<file path="src/core/timer1_pkg.sv">
// Package for the 16-bit timer capture and PWM block.
// Assumes an 8-bit register port with word-indexed byte registers.
package timer1_pkg;
	// Register indices on the plain register port
	localparam logic [3:0] ADDR_CTRL_A    = 4'h0;
	localparam logic [3:0] ADDR_CTRL_B    = 4'h1;
	localparam logic [3:0] ADDR_CNT_LO    = 4'h2;
	localparam logic [3:0] ADDR_CNT_HI    = 4'h3;
	localparam logic [3:0] ADDR_CMPA_LO   = 4'h4;
	localparam logic [3:0] ADDR_CMPA_HI   = 4'h5;
	localparam logic [3:0] ADDR_CMPB_LO   = 4'h6;
	localparam logic [3:0] ADDR_CMPB_HI   = 4'h7;
	localparam logic [3:0] ADDR_CAP_LO    = 4'h8;
	localparam logic [3:0] ADDR_CAP_HI    = 4'h9;
	localparam logic [3:0] ADDR_FLAGS     = 4'hA;
	localparam logic [3:0] ADDR_IRQ_EN    = 4'hB;

	// timer_control_a fields
	localparam int MODE_A_LSB = 6;
	localparam int MODE_B_LSB = 4;
	localparam int PWM_SEL_LSB = 0;
	// timer_control_b fields
	localparam int EDGE_BIT   = 6;
	localparam int CLKSEL_LSB = 0;
	// Flag and enable bit positions
	localparam int FLAG_OVF = 0;
	localparam int FLAG_CMPA = 1;
	localparam int FLAG_CMPB = 2;
	localparam int FLAG_CAP = 3;
	localparam int FLAG_IRQ = 4;

	localparam logic [2:0] CLKSEL_STOP   = 3'h0;
	localparam logic [2:0] CLKSEL_UNDIV  = 3'h1;

	localparam logic [9:0] TOP_8  = 10'h0FF;
	localparam logic [9:0] TOP_9  = 10'h1FF;
	localparam logic [9:0] TOP_10 = 10'h3FF;
	localparam logic [9:0] ZERO10 = 10'h000;

	localparam logic [7:0] RESET_BYTE = 8'h00;

	typedef enum logic [1:0] {
		OUT_OFF0   = 2'h0,
		OUT_OFF1   = 2'h1,
		OUT_NONINV = 2'h2,
		OUT_INV    = 2'h3
	} out_mode_t;

	typedef struct packed {
		logic [3:0] addr;
		logic [7:0] wdata;
		logic       wr;
		logic       rd;
	} bus_req_t;
endpackage : timer1_pkg

</file>
<file path="src/core/timer1_pwm_capture.sv">
// Timer/counter 1 with edge capture and dual phase-correct PWM.
// Assumes the prescaler delivers a one-cycle timer tick enable and the
// global interrupt enable arrives as a level from the CPU.
`timescale 1ns/1ps
module timer1_pwm_capture #(
	parameter int CNT_W = 16
) (
	// Clock and reset
	input  wire logic             mclk,
	input  wire logic             rst_n,
	// Register port
	input  wire logic [3:0]       addr,
	input  wire logic [7:0]       wdata,
	input  wire logic             wr_stb,
	input  wire logic             rd_stb,
	output logic      [7:0]       rdata,
	// Prescaler tick and global interrupt enable
	input  wire logic             timer_tick,
	input  wire logic             global_irq_en,
	// Pins
	input  wire logic             capture_pin,
	output logic                  pwm_out_a,
	output logic                  pwm_out_b,
	output logic                  pwm_oe_n_a,
	output logic                  pwm_oe_n_b,
	output logic                  irq
);
	////////////////////////////////////////////////////////////////////////
	timer1_pkg::bus_req_t req;
	assign req = '{addr: addr, wdata: wdata, wr: wr_stb, rd: rd_stb};

	logic [7:0]       timer_control_a;
	logic [7:0]       timer_control_b;
	logic [CNT_W-1:0] counter_value;
	logic             count_down;
	logic [9:0]       cmp_buf_a;
	logic [9:0]       cmp_buf_b;
	logic [9:0]       cmp_act_a;
	logic [9:0]       cmp_act_b;
	logic [CNT_W-1:0] capture_snapshot;
	logic [7:0]       temp_reg;
	logic [3:0]       flags_reg;
	logic [3:0]       irq_en_reg;
	logic [1:0]       cap_sync;
	logic             cap_prev;
	logic             pend_a;
	logic             pend_b;

	wire [1:0] pwm_sel = timer_control_a[timer1_pkg::PWM_SEL_LSB +: 2];
	wire pwm_on = (pwm_sel != 2'h0);
	wire capture_edge_select = timer_control_b[timer1_pkg::EDGE_BIT];
	wire [2:0] clock_select = timer_control_b[timer1_pkg::CLKSEL_LSB +: 3];
	wire tick = timer_tick && (clock_select != timer1_pkg::CLKSEL_STOP);
	wire undivided = (clock_select == timer1_pkg::CLKSEL_UNDIV);
	timer1_pkg::out_mode_t output_mode_a;
	timer1_pkg::out_mode_t output_mode_b;
	assign output_mode_a = timer1_pkg::out_mode_t'(timer_control_a[timer1_pkg::MODE_A_LSB +: 2]);
	assign output_mode_b = timer1_pkg::out_mode_t'(timer_control_a[timer1_pkg::MODE_B_LSB +: 2]);

	// Ceiling from resolution select
	function automatic logic [9:0] top_of(input logic [1:0] sel);
		unique case (sel)
			2'h1:    top_of = timer1_pkg::TOP_8;
			2'h2:    top_of = timer1_pkg::TOP_9;
			default: top_of = timer1_pkg::TOP_10;
		endcase
	endfunction : top_of

	// Write decode shared by every register that software can load except the temp byte
	function automatic logic wr_at(input timer1_pkg::bus_req_t r, input logic [3:0] a);
		wr_at = r.wr && (r.addr == a);
	endfunction : wr_at

	// Read decode for the reads that also load the shared temp byte
	function automatic logic rd_at(input timer1_pkg::bus_req_t r, input logic [3:0] a);
		rd_at = r.rd && (r.addr == a);
	endfunction : rd_at

	wire [9:0] top = top_of(pwm_sel);
	wire [9:0] cnt10 = counter_value[9:0];
	wire at_top = pwm_on && (cnt10 == top);
	wire at_zero = (cnt10 == timer1_pkg::ZERO10);

	////////////////////////////////////////////////////////////////////////
	// Control registers, one process each
	always_ff @(posedge mclk) begin
		if (!rst_n) begin
			timer_control_a <= timer1_pkg::RESET_BYTE;
		end else if (wr_at(req, timer1_pkg::ADDR_CTRL_A)) begin
			timer_control_a <= req.wdata;
		end
	end

	always_ff @(posedge mclk) begin
		if (!rst_n) begin
			timer_control_b <= timer1_pkg::RESET_BYTE;
		end else if (wr_at(req, timer1_pkg::ADDR_CTRL_B)) begin
			timer_control_b <= req.wdata;
		end
	end

	// Enables only gate the request; flags still set while disabled
	always_ff @(posedge mclk) begin
		if (!rst_n) begin
			irq_en_reg <= 4'h0;
		end else if (wr_at(req, timer1_pkg::ADDR_IRQ_EN)) begin
			irq_en_reg <= req.wdata[3:0];
		end
	end

	////////////////////////////////////////////////////////////////////////
	// Counter: up/down in PWM mode, plain up count otherwise
	always_ff @(posedge mclk) begin
		if (!rst_n) begin
			counter_value <= '0;
			count_down    <= 1'b0;
		end else if (wr_at(req, timer1_pkg::ADDR_CNT_HI)) begin
			counter_value <= CNT_W'({req.wdata, temp_reg});
			count_down    <= 1'b0;
		end else if (tick) begin
			if (pwm_on) begin
				if (!count_down) begin
					if (cnt10 == top) begin
						count_down    <= 1'b1;
						counter_value <= counter_value - 1'b1;
					end else begin
						counter_value <= counter_value + 1'b1;
					end
				end else if (at_zero) begin
					count_down    <= 1'b0;
					counter_value <= counter_value + 1'b1;
				end else begin
					counter_value <= counter_value - 1'b1;
				end
			end else begin
				counter_value <= counter_value + 1'b1;
			end
		end
	end

	////////////////////////////////////////////////////////////////////////
	// Compare buffers; active copies latch at the ceiling in PWM mode
	always_ff @(posedge mclk) begin
		if (!rst_n) begin
			cmp_buf_a <= '0;
		end else if (wr_at(req, timer1_pkg::ADDR_CMPA_HI)) begin
			cmp_buf_a <= {req.wdata[1:0], temp_reg};
		end
	end

	always_ff @(posedge mclk) begin
		if (!rst_n) begin
			cmp_buf_b <= '0;
		end else if (wr_at(req, timer1_pkg::ADDR_CMPB_HI)) begin
			cmp_buf_b <= {req.wdata[1:0], temp_reg};
		end
	end

	// Latching only at the ceiling keeps pulse widths whole
	always_ff @(posedge mclk) begin
		if (!rst_n) begin
			cmp_act_a <= '0;
		end else if (!pwm_on || (tick && at_top)) begin
			cmp_act_a <= cmp_buf_a;
		end
	end

	always_ff @(posedge mclk) begin
		if (!rst_n) begin
			cmp_act_b <= '0;
		end else if (!pwm_on || (tick && at_top)) begin
			cmp_act_b <= cmp_buf_b;
		end
	end

	////////////////////////////////////////////////////////////////////////
	// Capture: two-stage synchroniser then edge compare of two samples
	always_ff @(posedge mclk) begin
		if (!rst_n) begin
			cap_sync <= 2'h0;
		end else begin
			cap_sync <= {cap_sync[0], capture_pin};
		end
	end

	// Reset level matches the idle pin, so no false edge follows reset
	always_ff @(posedge mclk) begin
		if (!rst_n) begin
			cap_prev <= 1'b0;
		end else begin
			cap_prev <= cap_sync[1];
		end
	end

	wire cap_edge = capture_edge_select ? (cap_sync[1] && !cap_prev)
	                                    : (!cap_sync[1] && cap_prev);

	always_ff @(posedge mclk) begin
		if (!rst_n) begin
			capture_snapshot <= '0;
		end else if (cap_edge) begin
			capture_snapshot <= counter_value;
		end
	end

	////////////////////////////////////////////////////////////////////////
	// Shared temp byte: written by counter and compare low-byte writes, loaded by counter and capture low-byte reads
	always_ff @(posedge mclk) begin
		if (!rst_n) begin
			temp_reg <= timer1_pkg::RESET_BYTE;
		end else if (rd_at(req, timer1_pkg::ADDR_CAP_LO)) begin
			temp_reg <= capture_snapshot[15:8];
		end else if (rd_at(req, timer1_pkg::ADDR_CNT_LO)) begin
			temp_reg <= counter_value[15:8];
		end else if (req.wr) begin
			if (req.addr == timer1_pkg::ADDR_CNT_LO || req.addr == timer1_pkg::ADDR_CMPA_LO ||
			    req.addr == timer1_pkg::ADDR_CMPB_LO)
				temp_reg <= req.wdata;
		end
	end

	////////////////////////////////////////////////////////////////////////
	// Compare matches, only on timer ticks
	wire match_a = tick && pwm_on && (cnt10 == cmp_act_a);
	wire match_b = tick && pwm_on && (cnt10 == cmp_act_b);

	// Next level for one channel on a match. At the ceiling the up and
	// down matches coincide: undivided gives no pulse, prescaled holds the
	// active level until the next ceiling.
	function automatic logic [1:0] pwm_step(input timer1_pkg::out_mode_t m,
	                                        input logic cur, input logic pend,
	                                        input logic hit, input logic dn,
	                                        input logic ceil, input logic undiv);
		logic up_lvl;
		up_lvl = (m == timer1_pkg::OUT_INV);
		pwm_step = {cur, 1'b0};
		if (hit) begin
			if (ceil) begin
				if (undiv)
					pwm_step = {up_lvl, 1'b0};
				else if (pend)
					pwm_step = {up_lvl, 1'b0};
				else
					pwm_step = {~up_lvl, 1'b1};
			end else begin
				pwm_step = {dn ? ~up_lvl : up_lvl, 1'b0};
			end
		end
	endfunction : pwm_step

	// The bottom turn counts as an up-count match, so zero gives a steady level
	wire dn_match = count_down && !at_zero;

	wire [1:0] step_a = pwm_step(output_mode_a, pwm_out_a, pend_a, match_a, dn_match,
	                             at_top, undivided);
	wire [1:0] step_b = pwm_step(output_mode_b, pwm_out_b, pend_b, match_b, dn_match,
	                             at_top, undivided);

	always_ff @(posedge mclk) begin
		if (!rst_n) begin
			pwm_out_a <= 1'b0;
			pend_a    <= 1'b0;
		end else begin
			{pwm_out_a, pend_a} <= step_a;
		end
	end

	always_ff @(posedge mclk) begin
		if (!rst_n) begin
			pwm_out_b <= 1'b0;
			pend_b    <= 1'b0;
		end else begin
			{pwm_out_b, pend_b} <= step_b;
		end
	end

	// Pin driven only in modes 10 and 11
	always_ff @(posedge mclk) begin
		if (!rst_n) begin
			pwm_oe_n_a <= 1'b1;
		end else begin
			pwm_oe_n_a <= !(pwm_on && output_mode_a[1]);
		end
	end

	always_ff @(posedge mclk) begin
		if (!rst_n) begin
			pwm_oe_n_b <= 1'b1;
		end else begin
			pwm_oe_n_b <= !(pwm_on && output_mode_b[1]);
		end
	end

	////////////////////////////////////////////////////////////////////////
	// Sticky flags: hardware set wins over a write-one clear
	logic [3:0] flag_set;
	always_comb begin
		flag_set = 4'h0;
		flag_set[timer1_pkg::FLAG_OVF] = tick && (pwm_on ? (at_zero && count_down)
		                                         : (&counter_value));
		flag_set[timer1_pkg::FLAG_CMPA] = match_a;
		flag_set[timer1_pkg::FLAG_CMPB] = match_b;
		flag_set[timer1_pkg::FLAG_CAP] = cap_edge;
	end

	wire [3:0] flag_clr = wr_at(req, timer1_pkg::ADDR_FLAGS) ? req.wdata[3:0] : 4'h0;

	always_ff @(posedge mclk) begin
		if (!rst_n) begin
			flags_reg <= 4'h0;
		end else begin
			flags_reg <= (flags_reg & ~flag_clr) | flag_set;
		end
	end

	always_ff @(posedge mclk) begin
		if (!rst_n) begin
			irq <= 1'b0;
		end else begin
			irq <= global_irq_en && |(flags_reg & irq_en_reg);
		end
	end

	////////////////////////////////////////////////////////////////////////
	// Read port: data in the cycle after the strobe
	always_ff @(posedge mclk) begin
		if (!rst_n) begin
			rdata <= timer1_pkg::RESET_BYTE;
		end else if (req.rd) begin
			unique case (req.addr)
				timer1_pkg::ADDR_CTRL_A:  rdata <= timer_control_a;
				timer1_pkg::ADDR_CTRL_B:  rdata <= timer_control_b;
				timer1_pkg::ADDR_CNT_LO:  rdata <= counter_value[7:0];
				timer1_pkg::ADDR_CNT_HI:  rdata <= temp_reg;
				timer1_pkg::ADDR_CMPA_LO: rdata <= cmp_buf_a[7:0];
				timer1_pkg::ADDR_CMPA_HI: rdata <= {6'h00, cmp_buf_a[9:8]};
				timer1_pkg::ADDR_CMPB_LO: rdata <= cmp_buf_b[7:0];
				timer1_pkg::ADDR_CMPB_HI: rdata <= {6'h00, cmp_buf_b[9:8]};
				timer1_pkg::ADDR_CAP_LO:  rdata <= capture_snapshot[7:0];
				timer1_pkg::ADDR_CAP_HI:  rdata <= temp_reg;
				timer1_pkg::ADDR_FLAGS:   rdata <= {3'h0, irq, flags_reg};
				timer1_pkg::ADDR_IRQ_EN:  rdata <= {4'h0, irq_en_reg};
				default:                  rdata <= 8'h00;
			endcase
		end
	end
endmodule : timer1_pwm_capture

</file>
<file path="config.mk">
export PLATFORM = sky130hd
export DESIGN_NAME = timer1_pwm_capture
export DESIGN_NICKNAME = d
export VERILOG_FILES = /design/src/core/timer1_pkg.sv /design/src/core/timer1_pwm_capture.sv
export SDC_FILE = /design/constraint.sdc
export NUM_CORES = 1
export LEC_CHECK = 0
export BUFFER_PORTS_ARGS = -buffer_cell sky130_fd_sc_hd__clkbuf_2
export CAP_MARGIN = 25
export CORE_ASPECT_RATIO = 0.7
export CORE_MARGIN = 5
export CORE_UTILIZATION = 40
export DETAILED_ROUTE_END_ITERATION = 10
export HOLD_SLACK_MARGIN = 0.02
export PLACE_DENSITY = 0.64
export REMOVE_ABC_BUFFERS = 1
export SKIP_CTS_REPAIR_TIMING = 1
export SLEW_MARGIN = 0
export SYNTH_ARGS = -nofsm -noshare
export SYNTH_HDL_FRONTEND = slang
export SYNTH_SLANG_ARGS = --single-unit
</file>
<file path="constraint.sdc">
create_clock -name mclk -period 4.24 [get_ports mclk]
set_clock_uncertainty 0.15 [all_clocks]
set_input_delay 0.848 -clock mclk [delete_from_list [all_inputs] [get_ports mclk]]
set_output_delay 0.848 -clock mclk [all_outputs]
set_load 0.1 [all_outputs]
</file>
==> flow_metrics.py <==
metrics = {
    "outcome": {
        "status": "complete, no violations",
    },
    "global_routing": {
        "antenna_found_initial": 0,
        "track_usage_pct": 22.47,
        "grt_pass1_vias": 5321,
        "overflow": 0,
        "grt_max_degree": 58,
        "grt_pass1_wl_um": 32380,
    },
    "setup_path": {
        "timing_worst_setup_path_type": "in2reg",
        "required_ns": 4.35,
        "cp.arrival_ns": 3.09,
        "cp-end-kind": "flip-flop",
        "crit_fanout": 23,
        "cp-start-kind": "input port",
    },
    "clock_network": {
        "path_clk_slew_ns": 0.06,
        "clockRootBuffer": "clkbuf_16",
        "htreeDepth": 4,
        "clockBufferDepth": 2,
        "cts_buffers": 17,
        "clock-sinks": 123,
        "clkLatencyLatePin_ns": 0.42,
        "cts_tree": "built",
    },
    "flow_run": {
        "maxCapViolCount": 0,
    },
    "floorplan": {
        "dieArea_um2": 18820,
        "ios": 32,
        "rows": 38,
        "die_x_um": 161.8,
        "start_util_pct": 41.26,
        "core_um2": 15640,
        "die_y_um": 116.3,
    },
    "cells_and_area": {
        "num_antenna_cells": 0,
        "final_cell_mix": "123 x dfxtp_1, 117 x nor2_1, 96 x mux2i_1",
        "synthToLayoutAreaGrowth_pct": 13.45,
        "final_common_cell": "dfxtp_1",
        "fin_util_pct": 46.81,
        "fill_cells": 1502,
        "drive_above_1_share_pct": 12.53,
        "reg_top3": "capture_snapshot (16), counter_value (16)",
        "nNetsFinal": 786,
    },
    "logic_synthesis": {
        "yosys_warnings": 0,
        "synth-compound-area-share_pct": 13.96,
        "synth-edff-count": 0,
        "synth-adder-area-share_pct": 0.9694,
        "synthArstFlopShare_pct": 0,
        "ys_ff_latch": 123,
        "synth_top_family_by_area": "simple AND/OR/NAND/NOR gates",
        "synth-seq-area-share_pct": 38.15,
        "yosysUniqueCellTypes": 64,
        "syn_area_um2": 6454,
        "synthMuxAreaShare_pct": 15.41,
        "netlist_instances": 758,
        "yosys.area_share.simple_pct": 21.89,
        "synthXorXnorAreaFrac_pct": 4.614,
        "ys.flop_type": "dfxtp_1",
        "syn_area_per_cell_um2": 8.514,
    },
    "placement": {
        "port_buffers": 31,
        "gp_congestion": 0.9209,
        "place_hpwl_um": 14330,
    },
    "timing": {
        "post-route-min-period_ns": 2.982,
        "hold_slack_ns": 0.2951,
        "setup_tns_ns": 0,
        "slew_violations": 0,
        "hold_viol_final": 0,
        "rsz0062_at_grt": "no",
        "worstMarginPinSlew_ns": 0.9080,
        "fmax_ghz": 0.3353,
        "period_share_pct": 70.34,
        "setup_viol_count_final": 0,
        "slew-limit-headroom_pct": 39.38,
    },
    "route": {
        "finalWirelength_um": 20900,
        "num_vias": 5874,
        "avgRoutedWirePerCell_um": 21.46,
        "viasPerCell": 6.031,
        "drc_errors": 0,
        "ant_nets": 0,
        "first_pass_iters": 6,
        "drtIter0Drc": 740,
    },
    "power_and_ir_drop": {
        "power_mw": 2.850,
        "p_seq_share_pct": 41.9,
        "pwr-share-clk_pct": 50.9,
        "power_density_nw_per_um2": 389.3,
        "switching_power_mw": 0.7149,
        "p_sw_share_pct": 25.08,
        "leakagePower_nw": 2.790,
        "p_int_mw": 2.135,
        "ir_drop_v": 0.0002260,
        "combinationalPowerShare_pct": 7.2,
    },
    "min_path": {
        "min-delay-path-class": "reg2reg",
    },
}
==> cell usage after synthesis, types with 14 or more instances <==
| cell type | instances | area [um^2] |
|---|---|---|
| mux2i_1 | 96 | 960.9 |
| a21oi_1 | 33 | 165.2 |
| nor2_1 | 117 | 439.2 |
| o21ai_0 | 30 | 150.1 |
| a31oi_1 | 14 | 87.58 |
| a22oi_1 | 15 | 112.6 |
| nand3_1 | 16 | 80.08 |
| nand2_1 | 45 | 168.9 |
| xor2_1 | 25 | 219.0 |
| nand4_1 | 14 | 87.58 |
| clkbuf_1 | 43 | 161.4 |
| nor3_1 | 16 | 80.08 |
| dfxtp_1 | 123 | 2462 |
==> power by group through the flow <==
stage,Sequential (mW),Combinational [mW],Clock (mW)
after floorplan,1.24,0.0882,0
final,1.19,0.204,1.45
after global placement,1.22,0.197,0
after global routing,1.19,0.217,1.51
after CTS,1.19,0.200,1.46
after detailed placement,1.22,0.198,0
==> area by class of cell <==
cell class | instances | area [um^2] | share of cell area, %
clock buffers | 21 | 470.5 | 6.425
clock inverters | 10 | 115.1 | 1.572
inverters | 14 | 52.55 | 0.7177
multi-input cells | 559 | 3684 | 50.31
flip-flops and latches | 123 | 2462 | 33.63
well taps | 200 | 250.2 | 3.418
repair buffers | 47 | 287.8 | 3.930
==> worst max-delay path: stages <==
cell and delay [ns]:
clkbuf_2 0.37, nor2b_1 0.50, nand4_1 0.55, buf_4 0.38, and3_1 0.17, o21ai_0 0.16, a31oi_1 0.10
==> kinds of logic after synthesis <==
family | Yosys count
AO/OA/AOI/OAI | 137
XOR/XNOR | 34
adder cells (fa/ha/maj) | 5
buffers and inverters | 76
flip-flops | 123
multiplexers | 99
AND/OR/NAND/NOR | 284
==> metrics by stage <==
stage	worst slack, ns	instance area, um^2	instances
5_1_grt	1.128	7322	974
2_1_floorplan	0.9449	6183	696
3_5_place_dp	0.9016	6736	943
3_3_place_gp	0.9442	6736	943
4_1_cts	1.349	7322	974
6_report	1.258	7322	974
==> worst paths after layout <==
path	slack [ns]	cells after the start	start	end
worst max-delay path	1.26	7	addr[1]	counter_value[6]$_SDFFE_PN0P_
worst min register to register	0.30	1	cap_sync[0]$_SDFF_PN0_	cap_sync[1]$_SDFF_PN0_
worst min-delay path	0.30	1	cap_sync[0]$_SDFF_PN0_	cap_sync[1]$_SDFF_PN0_
worst max register to register	1.28	6	counter_value[2]$_SDFFE_PN0P_	counter_value[9]$_SDFFE_PN0P_
==> per-layer routing <==
metal	track usage, %	wire length [um]	vias up
met4	6.028	429	0
met5	0	0	-
met2	29.92	7878	366
li1	-	-	2728
met1	35.64	10270	2742
met3	5.115	2320	38
(Power assumes the default switching activity.)
